===== src/pkg/sbrg_pkg.sv =====
// Package with register map, field positions and divider constants for the baud generator.
// How it works
// - Receive and transmit may use different overflows.
// - Slow prescale transmit rate follows sixteen-bit reload.
// - Reload is high byte above low byte.
// - Divide-by-four prescale gives three times rate.
// - Mode value 0x20 selects eight-bit auto-reload.
// - Receive rate follows doubling, prescale, reload byte.
// - Doubling bit doubles the eight-bit path rate.
// - Writing 0x48 sets run and interrupt bits.
// - Cleared run bit stops eight-bit timer entirely.
// - Each selected overflow stream divides by sixteen.
// - Two control bits pick receive, transmit sources.
// - Baud mode reloads sixteen-bit count, no interrupt.
package sbrg_pkg;
    // Register byte offsets on the APB bus.
    localparam logic [7:0] SBRG_MODE_OFS  = 8'h00;
    localparam logic [7:0] SBRG_CTRL_OFS  = 8'h04;
    localparam logic [7:0] SBRG_POWER_OFS = 8'h08;
    localparam logic [7:0] SBRG_PRESC_OFS = 8'h0c;
    localparam logic [7:0] SBRG_T16C_OFS  = 8'h10;
    localparam logic [7:0] SBRG_RLDH_OFS  = 8'h14;
    localparam logic [7:0] SBRG_RLDL_OFS  = 8'h18;
    localparam logic [7:0] SBRG_T8RLD_OFS = 8'h1c;
    localparam logic [7:0] SBRG_CNT16_OFS = 8'h20;
    localparam logic [7:0] SBRG_CNT8_OFS  = 8'h24;
    // Field positions.
    localparam int SBRG_GATE_BIT   = 7;
    localparam int SBRG_MODE_LSB   = 4;
    localparam int SBRG_RUN8_BIT   = 6;
    localparam int SBRG_EXT_INTERRUPT_ONE_LEVEL_BIT   = 3;
    localparam int SBRG_DOUBLE_BIT = 7;
    localparam int SBRG_T8SEL_BIT  = 4;
    localparam int SBRG_T16SEL_BIT = 5;
    localparam int SBRG_RXSRC_BIT  = 5;
    localparam int SBRG_TXSRC_BIT  = 4;
    localparam int SBRG_RUN16_BIT  = 2;
    // Eight-bit auto-reload mode code in the two-bit mode field.
    localparam logic [1:0] SBRG_MODE_AUTO8 = 2'h2;
    // Reset values of all registers.
    localparam logic [7:0]  SBRG_RST8  = 8'h00;
    localparam logic [15:0] SBRG_RST16 = 16'h0000;
    // Prescaler terminal counts: divide by 12 and divide by 4.
    localparam logic [3:0] SBRG_PRE_SLOW = 4'hb;
    localparam logic [3:0] SBRG_PRE_FAST = 4'h3;
    // Terminal count of the divide-by-16 bit clock counters.
    localparam logic [3:0] SBRG_BIT_LAST = 4'hf;
    localparam logic [15:0] SBRG_T16_TOP = 16'hffff;
    localparam logic [7:0]  SBRG_T8_TOP  = 8'hff;
endpackage


===== src/hw/sbrg_top.sv =====
// Serial baud rate generator with two auto-reload timers and an APB register file.
`timescale 1ns/10ps
`default_nettype none
module sbrg_top
    import sbrg_pkg::*;
(
    input  wire logic        clk,
    input  wire logic        arst_n,
    input  wire logic        psel,
    input  wire logic        penable,
    input  wire logic        pwrite,
    input  wire logic [7:0]  paddr,
    input  wire logic [31:0] pwdata,
    output logic [31:0]      prdata,
    output logic             pready,
    output logic             pslverr,
    input  wire logic        ext_interrupt_one_level,
    output logic             tx_bit_clk,
    output logic             rx_bit_clk
);
    // Software visible registers.
    logic [7:0]  timer_mode_register;
    logic [7:0]  timer_control_register;
    logic [7:0]  power_control_register;
    logic [7:0]  clock_prescale_register;
    logic [7:0]  timer16_control_register;
    logic [7:0]  timer16_reload_high;
    logic [7:0]  timer16_reload_low;
    logic [7:0]  timer8_reload_byte;
    logic [15:0] timer16_count_pair;
    logic [7:0]  timer8_count;

    // Returns the prescaler terminal count for a clock select bit.
    function automatic logic [3:0] pre_limit(input logic fast);
        pre_limit = fast ? SBRG_PRE_FAST : SBRG_PRE_SLOW;
    endfunction

    // Bus phase decoding.
    // Offsets compare on the full byte address, so misaligned ones are refused.
    wire setup_ph = psel && !penable;
    wire wr_en    = psel && penable && pwrite;
    wire hit_mode  = (paddr == SBRG_MODE_OFS);
    wire hit_ctrl  = (paddr == SBRG_CTRL_OFS);
    wire hit_power = (paddr == SBRG_POWER_OFS);
    wire hit_presc = (paddr == SBRG_PRESC_OFS);
    wire hit_t16c  = (paddr == SBRG_T16C_OFS);
    wire hit_rldh  = (paddr == SBRG_RLDH_OFS);
    wire hit_rldl  = (paddr == SBRG_RLDL_OFS);
    wire hit_t8rld = (paddr == SBRG_T8RLD_OFS);
    wire hit_cnt16 = (paddr == SBRG_CNT16_OFS);
    wire hit_cnt8  = (paddr == SBRG_CNT8_OFS);
    wire mapped = hit_mode | hit_ctrl | hit_power | hit_presc | hit_t16c
                | hit_rldh | hit_rldl | hit_t8rld | hit_cnt16 | hit_cnt8;
    wire wr_cnt16 = wr_en && hit_cnt16;
    wire wr_cnt8  = wr_en && hit_cnt8;

    // Every access completes in its first access cycle.
    // Unmapped offsets answer with an error and change nothing.
    assign pready  = 1'b1;
    assign pslverr = psel && penable && !mapped;

    // Decoded control fields.
    // Field positions live in the package so software headers can share them.
    wire gate8   = timer_mode_register[SBRG_GATE_BIT];
    wire [1:0] mode8 = timer_mode_register[SBRG_MODE_LSB+:2];
    wire run8_bit = timer_control_register[SBRG_RUN8_BIT];
    wire dbl      = power_control_register[SBRG_DOUBLE_BIT];
    wire timer8_clock_select  = clock_prescale_register[SBRG_T8SEL_BIT];
    wire timer16_clock_select = clock_prescale_register[SBRG_T16SEL_BIT];
    wire rx_src16 = timer16_control_register[SBRG_RXSRC_BIT];
    wire transmit_clock_source_bit = timer16_control_register[SBRG_TXSRC_BIT];
    wire run16    = timer16_control_register[SBRG_RUN16_BIT];
    // Reload pair, high byte on top.
    wire [15:0] timer16_reload_value = {timer16_reload_high, timer16_reload_low};

    // The interrupt level only matters when gating is on; only mode 2 counts.
    // The level is used as it stands at the edge, with no synchroniser in front of it.
    wire run8 = run8_bit && (!gate8 || ext_interrupt_one_level)
              && (mode8 == SBRG_MODE_AUTO8);

    // Read data selection.
    logic [31:0] rd_data;
    always_comb begin
        rd_data = 32'h0000_0000;
        if (hit_mode) begin
            rd_data[7:0] = timer_mode_register;
        end else if (hit_ctrl) begin
            rd_data[7:0] = timer_control_register;
        end else if (hit_power) begin
            rd_data[7:0] = power_control_register;
        end else if (hit_presc) begin
            rd_data[7:0] = clock_prescale_register;
        end else if (hit_t16c) begin
            rd_data[7:0] = timer16_control_register;
        end else if (hit_rldh) begin
            rd_data[7:0] = timer16_reload_high;
        end else if (hit_rldl) begin
            rd_data[7:0] = timer16_reload_low;
        end else if (hit_t8rld) begin
            rd_data[7:0] = timer8_reload_byte;
        end else if (hit_cnt16) begin
            rd_data[15:0] = timer16_count_pair;
        end else if (hit_cnt8) begin
            rd_data[7:0] = timer8_count;
        end
    end

    // Read data is captured in the setup cycle so it comes from a flop.
    // The trade: a running counter reads as it stood at the setup edge, one cycle old.
    always_ff @(posedge clk or negedge arst_n) begin
        if (!arst_n) begin
            prdata <= 32'h0000_0000;
        end else if (setup_ph) begin
            prdata <= rd_data;
        end
    end

    // Control register writes; a write of 0x48 to control sets run and level bits.
    always_ff @(posedge clk or negedge arst_n) begin
        if (!arst_n) begin
            timer_mode_register      <= SBRG_RST8;
            timer_control_register   <= SBRG_RST8;
            power_control_register   <= SBRG_RST8;
            clock_prescale_register  <= SBRG_RST8;
            timer16_control_register <= SBRG_RST8;
        end else if (wr_en) begin
            if (hit_mode) timer_mode_register <= pwdata[7:0];
            if (hit_ctrl) timer_control_register <= pwdata[7:0];
            if (hit_power) power_control_register <= pwdata[7:0];
            if (hit_presc) clock_prescale_register <= pwdata[7:0];
            if (hit_t16c) timer16_control_register <= pwdata[7:0];
        end
    end

    // Reload register writes.
    always_ff @(posedge clk or negedge arst_n) begin
        if (!arst_n) begin
            timer16_reload_high <= SBRG_RST8;
            timer16_reload_low  <= SBRG_RST8;
            timer8_reload_byte  <= SBRG_RST8;
        end else if (wr_en) begin
            if (hit_rldh) timer16_reload_high <= pwdata[7:0];
            if (hit_rldl) timer16_reload_low <= pwdata[7:0];
            if (hit_t8rld) timer8_reload_byte <= pwdata[7:0];
        end
    end

    // Prescalers: index 0 feeds the 16-bit timer, index 1 the 8-bit timer.
    logic [1:0] pre_fast;
    logic [1:0] pre_run;
    logic [1:0] tick;
    logic [3:0] pre_cnt [2];
    assign pre_fast = {timer8_clock_select, timer16_clock_select};
    assign pre_run  = {run8, run16};
    generate
        for (genvar i = 0; i < 2; i++) begin : g_pre
            // A stopped timer holds its prescaler at zero so it restarts aligned.
            // A prescale change mid-count can shorten one tick period, never lengthen it.
            wire at_lim = (pre_cnt[i] >= pre_limit(pre_fast[i]));
            assign tick[i] = pre_run[i] && at_lim;
            always_ff @(posedge clk or negedge arst_n) begin
                if (!arst_n) begin
                    pre_cnt[i] <= 4'h0;
                end else if (!pre_run[i] || at_lim) begin
                    pre_cnt[i] <= 4'h0;
                end else begin
                    pre_cnt[i] <= pre_cnt[i] + 4'h1;
                end
            end
        end
    endgenerate

    // 16-bit timer; it raises no interrupt, only the overflow pulse.
    // Software count writes win over counting, so a preset is never lost.
    wire ovf16 = tick[0] && (timer16_count_pair == SBRG_T16_TOP);
    wire [15:0] next_cnt16 = ovf16 ? timer16_reload_value
                                   : timer16_count_pair + 16'h0001;
    always_ff @(posedge clk or negedge arst_n) begin
        if (!arst_n) begin
            timer16_count_pair <= SBRG_RST16;
        end else if (wr_cnt16) begin
            timer16_count_pair <= pwdata[15:0];
        end else if (tick[0]) begin
            timer16_count_pair <= next_cnt16;
        end
    end

    // 8-bit timer in auto-reload mode.
    // Any other mode leaves the count frozen, since run8 is then low.
    wire ovf8 = tick[1] && (timer8_count == SBRG_T8_TOP);
    wire [7:0] next_cnt8 = ovf8 ? timer8_reload_byte
                                : timer8_count + 8'h01;
    always_ff @(posedge clk or negedge arst_n) begin
        if (!arst_n) begin
            timer8_count <= SBRG_RST8;
        end else if (wr_cnt8) begin
            timer8_count <= pwdata[7:0];
        end else if (tick[1]) begin
            timer8_count <= next_cnt8;
        end
    end

    // Without doubling every second 8-bit overflow passes on, halving the rate.
    // The halving flop toggles on every overflow, so its phase after a change is arbitrary.
    logic half8;
    wire t8_path = ovf8 && (dbl || half8);
    always_ff @(posedge clk or negedge arst_n) begin
        if (!arst_n) begin
            half8 <= 1'b0;
        end else if (ovf8) begin
            half8 <= !half8;
        end
    end

    // Bit clock dividers: index 0 transmit, index 1 receive.
    // After a restart the first pulse comes a full sixteen overflows later.
    logic [1:0] src16;
    logic [1:0] src_q;
    logic [1:0] bclk;
    logic [3:0] bit_cnt [2];
    assign src16 = {rx_src16, transmit_clock_source_bit};
    generate
        for (genvar i = 0; i < 2; i++) begin : g_bit
            wire pulse_in = src16[i] ? ovf16 : t8_path;
            // A source change resets the count so no short period escapes.
            wire restart = (src16[i] != src_q[i]);
            always_ff @(posedge clk or negedge arst_n) begin
                if (!arst_n) begin
                    bit_cnt[i] <= 4'h0;
                    src_q[i]   <= 1'b0;
                    bclk[i]    <= 1'b0;
                end else begin
                    src_q[i] <= src16[i];
                    bclk[i]  <= pulse_in && !restart && (bit_cnt[i] == SBRG_BIT_LAST);
                    if (restart) begin
                        bit_cnt[i] <= 4'h0;
                    end else if (pulse_in) begin
                        bit_cnt[i] <= bit_cnt[i] + 4'h1;
                    end
                end
            end
        end
    endgenerate
    assign tx_bit_clk = bclk[0];
    assign rx_bit_clk = bclk[1];
endmodule
`default_nettype wire


===== config.mk =====
export PLATFORM = sky130hd
export DESIGN_NAME = sbrg_top
export DESIGN_NICKNAME = d
export VERILOG_FILES = /design/src/pkg/sbrg_pkg.sv /design/src/hw/sbrg_top.sv
export SDC_FILE = /design/constraint.sdc
export NUM_CORES = 1
export LEC_CHECK = 0
export BUFFER_PORTS_ARGS = -buffer_cell sky130_fd_sc_hd__clkbuf_2
export CORE_MARGIN = 1.5
export CORE_UTILIZATION = 51
export CTS_CLUSTER_SIZE = 12
export DETAILED_ROUTE_END_ITERATION = 10
export GPL_ROUTABILITY_DRIVEN = 0
export PLACE_DENSITY = 0.71
export SLEW_MARGIN = 10
export SYNTH_ARGS = -nofsm -noshare
export SYNTH_HDL_FRONTEND = slang
export SYNTH_SLANG_ARGS = --single-unit
export TNS_END_PERCENT = 20

===== constraint.sdc =====
create_clock -name clk -period 2.8 [get_ports clk]
set_input_delay 0.84 -clock clk [delete_from_list [all_inputs] [get_ports clk]]
set_output_delay 0.84 -clock clk [all_outputs]
set_load 0.02 [all_outputs]

; After elaboration in Yosys (flattened, before gate mapping)
; Cells that the tools add are included.
[word_totals]
ff_bits = 125
in_bits = 46
out_inout_bits = 36
word_cells = 130
[op_classes]
add_sub_neg = 6
magnitude_cmp = 2
eq_ne = 16
mux = 35
n_bitwise = 9
reduce_logical = 42
[ops]
columns = op, count
row1 = 2-to-1 mux 8 bit, 22
row2 = 2-to-1 mux 16 bit, 3
row3 = "equality test 8 x 5 -> 1 bit, second input constant", 4
row4 = 2-to-1 mux 4 bit, 8
row5 = logical AND 1 bit, 17
row6 = "adder 16 x 1 -> 16 bit, second input constant", 1
row7 = "adder 4 x 1 -> 4 bit, second input constant", 4
row8 = "equality test 16 bit, second input constant", 1
row9 = "equality test 8 x 4 -> 1 bit, second input constant", 2
row10 = "equality test 8 x 6 -> 1 bit, second input constant", 2
row11 = AND reduction 2 bit, 8
row12 = OR 1 bit, 9
row13 = "adder 8 x 1 -> 8 bit, second input constant", 1
row14 = "equality test 4 bit, second input constant", 2
row15 = "equality test 8 x 3 -> 1 bit, second input constant", 1
row16 = "equality test 8 bit, second input constant", 1
row17 = >= comparator 4 bit, 2
row18 = zero test 1 bit, 8
row19 = zero test 8 bit, 1
row20 = nonzero test 2 bit, 4
row21 = logical OR 1 bit, 4
row22 = "equality test 2 bit, second input constant", 1
row23 = 2-to-1 mux 1 bit, 2
row24 = != test 1 bit, 2

; Longest topological paths before layout
; Gate-level depths: netlist of the first run.
[depth]
depth_word = 12
ltp_mapped = 8
mapped_depth_nobuf = 6

; Worst setup path before layout of the first run
; Ideal clock, no wire load.
[synth_timing]
kind = input -> output
startpoint = input port paddr[3]
endpoint = output port pslverr
arrival_ns = 1.998
required_ns = 1.960
setup_slack_ns = -0.038
path_stages = 5
path_buffers = 3
cell_sequence = buf_2 clkbuf_1 clkbuf_1 o21ai_0 a31oi_1
[synth_between]
elab_chain_len = 12
word_cells_on_any_way = 21
cone_classes = 9 x eq/ne / 9 x bitwise / 3 x reduce/logical
[synth_lines]
columns = item, line
row1 = "start, declared", sbrg_top.sv:12  ; input wire logic [7:0] paddr,
row2 = equality test 8 x 3 -> 1 bit or zero test 8 bit (tied branches), "sbrg_top.sv:43, sbrg_top.sv:42"
row3 = OR 1 bit (4 in series), sbrg_top.sv:52  ; wire mapped = hit_mode | hit_ctrl | hit_power | hit_presc | hit_t16c
row4 = OR 1 bit (4 in series), sbrg_top.sv:53  ; | hit_rldh | hit_rldl | hit_t8rld | hit_cnt16 | hit_cnt8;
row5 = OR 1 bit *, sbrg_top.sv:53
row6 = zero test 1 bit *, sbrg_top.sv:60  ; assign pslverr = psel && penable && !mapped;
row7 = logical AND 1 bit *, sbrg_top.sv:60
row8 = "end, declared", sbrg_top.sv:16  ; output logic pslverr,
; Mark *: on every way between the ends. The rest lies on a longest branch, timed or not.

; Worst setup path in the final report of the first run
[layout_timing]
startpoint = register pre_cnt[3] (netlist bit)
endpoint = register bit_cnt[2] (netlist bit)
[layout_between]
elab_chain_len = 6
[layout_lines]
columns = item, line
row1 = "start, declared", sbrg_top.sv:152  ; logic [3:0] pre_cnt [2];
row2 = "start signal, assigned by index", sbrg_top.sv:167  ; pre_cnt[i] <= pre_cnt[i] + 4'h1;
row3 = >= comparator 4 bit, sbrg_top.sv:159  ; wire at_lim = (pre_cnt[i] >= pre_limit(pre_fast[i]));
row4 = logical AND 1 bit, sbrg_top.sv:160  ; assign tick[i] = pre_run[i] && at_lim;
row5 = logical AND 1 bit, sbrg_top.sv:190  ; wire ovf8 = tick[1] && (timer8_count == SBRG_T8_TOP);
row6 = logical AND 1 bit, sbrg_top.sv:206  ; wire t8_path = ovf8 && (dbl || half8);
row7 = 2-to-1 mux 1 bit, sbrg_top.sv:224  ; wire pulse_in = src16[i] ? ovf16 : t8_path;
row8 = nonzero test 2 bit (no source line), n/a
row9 = "end signal, assigned by index", sbrg_top.sv:238  ; bit_cnt[i] <= bit_cnt[i] + 4'h1;
row10 = "end, declared", sbrg_top.sv:220  ; logic [3:0] bit_cnt [2];
; No other way between the ends.
; A chain may end at the register's enable or synchronous reset.

==> qor.csv, run 1 <==
stage,metric,value,unit
synthesis,sequential area share after synthesis,44.3,%
clock_network,maximum buffer depth of the clock tree,2,
synthesis,leading area contributor after synthesis,dfrtp_1,
synthesis,post-synthesis compound-gate area fraction,18.3,%
global_route,initial antenna violation count,0,
synthesis,syn avg cell area,9.96,um^2
synthesis,total number of yosys warnings,0,
floorplanning,Starting Density,52.8,%
floorplanning,std cell rows,42,
route,Initial DRC Count,759,
floorplanning,die height,121,um
power,total power,4390,uW
floorplanning,die area,14500,um^2
route,DRC,0,
route,Vias per Instance,6.36,
synthesis,Post-Synth Simple-Gate Area,16.9,%
finish,final core area utilization,60.5,%
critical_path,worst-path fanout max,6,
power,Static Leakage,0.00375,uW
synthesis,Main synth FF type,dfrtp_1,
synthesis,multiplexer share of the synthesized area,11.7,%
synthesis,area share of the largest cell type after synthesis,44.3,%
floorplanning,I/O Pins,82,
finish,ANT cells,0,
sta,final setup fails,0,
sta,minimum clock period after layout,2.52,ns
sta,Worst Max-Slew Pin Slew,0.689,ns
finish,Nets,808,
global_route,first-pass GRT wire length,31300,um
synthesis,combinational family with the most area after synthesis,compound AO/OA/AOI/OAI gates,
route,vias post-DR,5981,
synthesis,Synth Area in XOR/XNOR,1.61,%
finish,Syn-to-layout area delta,14.6,%
clock_network,H-Tree Depth,4,
sta,Final period util,89.9,%
synthesis,synth top area cells,"dfrtp_1 44%, mux2_2 9.4%, nor2_1 3.0%",
clock_network,Post-CTS Setup Repair Bufs,0,
sta,final hold vios,0,
placed_design,Detail Placement HPWL,14000,um
route,routed len/inst,20.9,um
route,First-pass DRT Iterations,5,
clock_network,Worst-path clk slew,0.05,ns
synthesis,Mapped Area,7050,um^2
clock_network,clock latency on the worst-skew pair,0.43,ns
synthesis,Async SR Flop Fraction,100,%
global_route,GR Util All Layers,28.3,%
synthesis,distinct cell type count after synthesis,72,
sta,Max Fclk,0.397,GHz
critical_path,Worst Path Arrival,2.86,ns
clock_network,clock sink total,125,
sta,Max-slew headroom,53.9,%
synthesis,most frequent cell after synthesis,dfrtp_1,
route,Routed WL,19600,um
global_route,largest net degree at the start of global routing,47,
clock_network,CTS tree,yes,
run_status,status,"complete, no violations",
global_route,vias in the first global route,5738,
clock_network,post-CTS sizing,0,
sta,clock skew,0.00795,ns
clock_network,CTS Hold Buffers Added,0,
sta,unrepaired setup endpoints after global routing,no,
synthesis,top post-synthesis cells by count,"125 x dfrtp_1, 59 x mux2_2, 57 x nor2_1, 54 x nand2_1, 40 x a21oi_1",
critical_path,CP endpoint kind,flip-flop,
flow_run,total of max-cap violations,0,
clock_network,clk root buf,clkbuf_16,
sta,final slew viol count,0,
critical_path,Required @ worst endpoint,3.15,ns
min_path,HP Class,input pin to asynchronous set/reset pin,
power,worst vdd ir,0.000422,V
sta,Final TNS setup,0,ns
floorplanning,core area,13300,um^2
critical_path,CP startpoint kind,flip-flop,
synthesis,Synth Area in Adders,1.42,%
synthesis,Seq cells post-synth,125,
critical_path,Crit Path Category,flip-flop to flip-flop,
clock_network,TritonCTS buffer count,17,
synthesis,Synth Instances,708,
finish,layout cells sized above 1,24.6,%
synthesis,"EDFF count, synth",0,
global_route,Congestion Overflow GR,0,
placed_design,port bufs,48,
floorplanning,Die Wd,121,um
power,power density cells,544,nW/um^2
route,"antenna viol nets, final",0,
## critical path: stages, from the launching register on
cell and delay [ns]:
dfrtp_1 0.41, ha_1 0.30, o21ai_1 0.11, a2111oi_4 0.61
a32oi_1 0.37, or4b_1 0.54, o21ai_1 0.09
## final timing paths
| check | slack [ns] | from | endpoint | cells past startpoint |
|---|---|---|---|---|
| setup / recovery | 0.28 | pre_cnt[3]$_DFF_PN0_ | bit_cnt[2]$_DFFE_PN0P_ | 6 |
| hold / removal | 0.43 | arst_n | bit_cnt[7]$_DFFE_PN0P_ | 1 |
| setup reg to reg | 0.28 | pre_cnt[3]$_DFF_PN0_ | bit_cnt[2]$_DFFE_PN0P_ | 6 |
| hold reg to reg | 0.47 | pre_cnt[4]$_DFF_PN0_ | pre_cnt[4]$_DFF_PN0_ | 1 |
| max in group asynchronous | 1.70 | arst_n | pre_cnt[7]$_DFF_PN0_ | 2 |
| min in group clk | 0.47 | pre_cnt[4]$_DFF_PN0_ | pre_cnt[4]$_DFF_PN0_ | 1 |
## metal layers
metal  part of all wire, %  track usage [%]  vias up  routed length [um]
met3                   8.1             6.13       49                1590
met4                   3.0             10.9        0                 591
li1                      -                -     2676                   -
met2                    46             44.0      331                9090
met5                     0                0        -                   0
met1                    43             38.7     2925                8370
## area by class of cell
type,count,area [um^2]
Timing Repair Buffer,77,523
Sequential cell,125,3130
Clock inverter,7,87.6
Multi-Input combinational cell,520,3590
Clock buffer,23,488
Inverter,13,48.8
Fill cell,1123,5270
Tap cell,176,220
## cells in the final DEF, fill, tap and decap left out, types with 17 or more instances in the layout
cell       count
mux2_2        59
nand2_1       54
nand3_1       20
and3_1        18
buf_4         25
dfrtp_1      125
a21oi_1       40
o21ai_0       31
clkbuf_16     17
nor2_1        57
conb_1        17
clkbuf_2      47
## through the flow
stage	setup slack [ns]	hold slack, ns	std cells	cell area, um^2
floorplan	0.0225	0.352	723	7120
global placement	0.130	0.444	911	7510
detailed placement	0.0496	0.457	911	7510
CTS	0.259	0.442	941	8080
global route	0.136	0.466	941	8080
finish	0.282	0.428	941	8080
## kinds of logic after synthesis
logic type               Yosys count
AO/OA/AOI/OAI                    180
XOR/XNOR                          13
adder cells (fa/ha/maj)            8
buffers and inverters             78
flip-flops                       125
multiplexers                      75
other                              2
AND/OR/NAND/NOR                  227
## registers in the layout (all words and copies together), names as in the netlist
| register | cells |
|---|---|
| prdata | 16 |
| timer16_count_pair | 16 |
| bit_cnt | 8 |
| clock_prescale_register | 8 |
| power_control_register | 8 |
| pre_cnt | 8 |
| timer16_control_register | 8 |
| timer16_reload_high | 8 |
| timer16_reload_low | 8 |
| timer8_count | 8 |
| timer8_reload_byte | 8 |
| timer_control_register | 8 |
| timer_mode_register | 8 |
| src_q | 2 |
| half8 | 1 |
| rx_bit_clk | 1 |
| tx_bit_clk | 1 |
## report_power, final
group          switching (uW)  internal [uW]  leakage (uW)  total [uW]
sequential               44.4           1850       0.00168        1900
clock                     780           1390      0.000285        2170
combinational             226            105       0.00179         331
No activity file was read; power rests on OpenSTA's default activity.
==> run 2: changes to the inputs <==
--- a/config.mk
+++ b/config.mk
@@ -12,6 +12,7 @@
 export DETAILED_ROUTE_END_ITERATION = 10
 export GPL_ROUTABILITY_DRIVEN = 0
 export PLACE_DENSITY = 0.71
+export REMOVE_ABC_BUFFERS = 1
 export SLEW_MARGIN = 10
 export SYNTH_ARGS = -nofsm -noshare
 export SYNTH_HDL_FRONTEND = slang
==> constraint.sdc (replaced) <==
create_clock -name clk -period 2.8 [get_ports clk]
set_input_delay 0.14 -clock clk [delete_from_list [all_inputs] [get_ports clk]]
set_output_delay 0.14 -clock clk [all_outputs]
set_load 0.05 [all_outputs]
==> qor.csv, run 2 (synthesis results as in run 1) <==
stage,metric,value,unit,change
critical_path,CP endpoint kind,flip-flop,,unchanged
clock_network,H-Tree Depth,4,,unchanged
sta,final hold vios,0,,unchanged
sta,unrepaired setup endpoints after global routing,no,,unchanged
power,power density cells,571,nW/um^2,was 544 nW/um^2
floorplanning,die area,14500,um^2,unchanged
sta,Final period util,87.0,%,was 89.9%
route,"antenna viol nets, final",0,,unchanged
floorplanning,Die Wd,121,um,unchanged
finish,filler instances,1105,,was 1123
sta,Final TNS setup,0,ns,unchanged
floorplanning,die height,121,um,unchanged
clock_network,Worst-path clk slew,0.06,ns,was 0.05 ns
power,share of power burned in the clock network,50.6,%,was 49.3%
finish,layout cells sized above 1,24.0,%,was 24.6%
global_route,largest net degree at the start of global routing,53,,was 47
sta,Hold WS,0.0260,ns,was 0.428 ns
route,vias post-DR,6097,,was 5981
clock_network,clock latency on the worst-skew pair,0.43,ns,about the same
sta,minimum clock period after layout,2.44,ns,was 2.52 ns
floorplanning,Starting Density,52.8,%,unchanged
critical_path,Worst Path Arrival,2.79,ns,was 2.86 ns
power,switch share,24.7,%,was 23.9%
power,worst vdd ir,0.000456,V,was 0.000422 V
sta,final setup fails,0,,unchanged
global_route,Congestion Overflow GR,0,,unchanged
route,DRC,0,,unchanged
min_path,HP Class,input pin to flip-flop,,was input pin to asynchronous set/reset pin
critical_path,Required @ worst endpoint,3.16,ns,was 3.15 ns
power,NetSw,1140,uW,was 1050 uW
finish,"most common cell after layout, fill and taps aside",dfrtp_1,,unchanged
finish,Nets,811,,was 808
clock_network,TritonCTS buffer count,17,,unchanged
critical_path,Crit Path Category,flip-flop to flip-flop,,unchanged
placed_design,Inst Count DP,906,,was 911
power,Static Leakage,0.00375,uW,about the same
floorplanning,std cell rows,42,,unchanged
sta,clock skew,0.00591,ns,was 0.00795 ns
route,routed len/inst,21.0,um,was 20.9 um
sta,final slew viol count,0,,unchanged
finish,Syn-to-layout area delta,14.9,%,was 14.6%
sta,Worst Max-Slew Pin Slew,0.880,ns,was 0.689 ns
route,First-pass DRT Iterations,5,,unchanged
floorplanning,core area,13300,um^2,unchanged
critical_path,worst-path fanout max,11,,was 6
global_route,initial antenna violation count,0,,unchanged
clock_network,maximum buffer depth of the clock tree,2,,unchanged
power,Reg power frac,41.0,%,was 43.2%
finish,final core area utilization,60.7,%,was 60.5%
global_route,GR Util All Layers,28.6,%,was 28.3%
global_route,vias in the first global route,5879,,was 5738
run_status,status,"complete, no violations",,unchanged
clock_network,clk root buf,clkbuf_16,,unchanged
critical_path,CP startpoint kind,flip-flop,,unchanged
clock_network,clock sink total,125,,unchanged
flow_run,total of max-cap violations,0,,unchanged
sta,Max Fclk,0.411,GHz,was 0.397 GHz
placed_design,Detail Placement HPWL,13700,um,was 14000 um
finish,ANT cells,0,,unchanged
clock_network,CTS tree,yes,,unchanged
route,Routed WL,19900,um,was 19600 um
route,Initial DRC Count,662,,was 759
power,combinational group share of total power,8.4,%,was 7.5%
floorplanning,I/O Pins,82,,unchanged
finish,Regs by FF count,"prdata (16), timer16_count_pair (16)",,unchanged
placed_design,port bufs,48,,unchanged
clock_network,post-CTS sizing,0,,unchanged
global_route,first-pass GRT wire length,31500,um,was 31300 um
power,Pint,3480,uW,was 3340 uW
finish,highest-count cells in the layout ignoring fill and taps,"125 x dfrtp_1, 59 x mux2_2, 57 x nor2_1",,unchanged
sta,Max-slew headroom,41.2,%,was 53.9%
finish,post-route insts no fill,946,,was 941
route,Vias per Instance,6.45,,was 6.36
-- run 2: through the flow --
step,power (uW),area [um^2],worst slack [ns]
after floorplan,2120,6760,0.288
after detailed placement,2300,7400,0.405
after CTS,4640,8100,0.390
final,4630,8100,0.364
after global placement,2290,7400,0.539
after global routing,4750,8100,0.189
-- run 2: critical path, cell delays in order (launching register included) --
cell     delay, ns
dfrtp_1       0.44
ha_1          0.26
nand2_1       0.14
and3b_1       0.55
a32oi_1       0.35
or4b_1        0.54
o21ai_1       0.09
-- run 2: path summary, 6_finish.rpt --
kind / startpoint / end / slack [ns] / cells after the start
worst max-delay path: timer8_count[0]$_DFFE_PN0P_ / bit_cnt[2]$_DFFE_PN0P_ / 0.36 / 6
worst min-delay path: pwdata[9] / timer16_count_pair[9]$_DFFE_PN0P_ / 0.03 / 3
worst max register to register: timer8_count[0]$_DFFE_PN0P_ / bit_cnt[2]$_DFFE_PN0P_ / 0.36 / 6
worst min register to register: pre_cnt[4]$_DFF_PN0_ / pre_cnt[4]$_DFF_PN0_ / 0.48 / 1
max in group asynchronous: arst_n / pre_cnt[4]$_DFF_PN0_ / 1.69 / 3
min in group asynchronous: arst_n / pre_cnt[2]$_DFF_PN0_ / 0.29 / 2
-- run 2: final cells by class --
cell class / count / area (um^2) / share of cell area (%)
multi-input combinational: 520 / 3580 / 44.2
clock buffer: 20 / 457 / 5.64
inverter: 13 / 48.8 / 0.602
timing repair buffer: 80 / 503 / 6.21
tap: 176 / 220 / 2.72
clock inverter: 12 / 168 / 2.07
sequential: 125 / 3130 / 38.6
-- run 2: metal layers --
layer  up-vias  track usage (%)  wire [um]
met5         -             1.47          0
met4         0             13.6        756
met3        84             5.94       1590
met2       328             45.0       9200
met1      3002             37.8       8300
li1       2683                -          -
-- run 2: power groups by stage --
stage	Sequential, uW	Clock [uW]	Combinational [uW]
6_report	1900	2340	387
5_1_grt	1900	2440	418
4_1_cts	1900	2360	384
3_5_place_dp	1930	0	374
3_3_place_gp	1920	0	367
2_1_floorplan	1950	0	167
-- run 2: repair_timing --
item                                   CTS  global route
buffers inserted                         0             0
endpoints found under the hold margin   55             0
setup endpoints to repair                0             0
hold buffers                             8             0
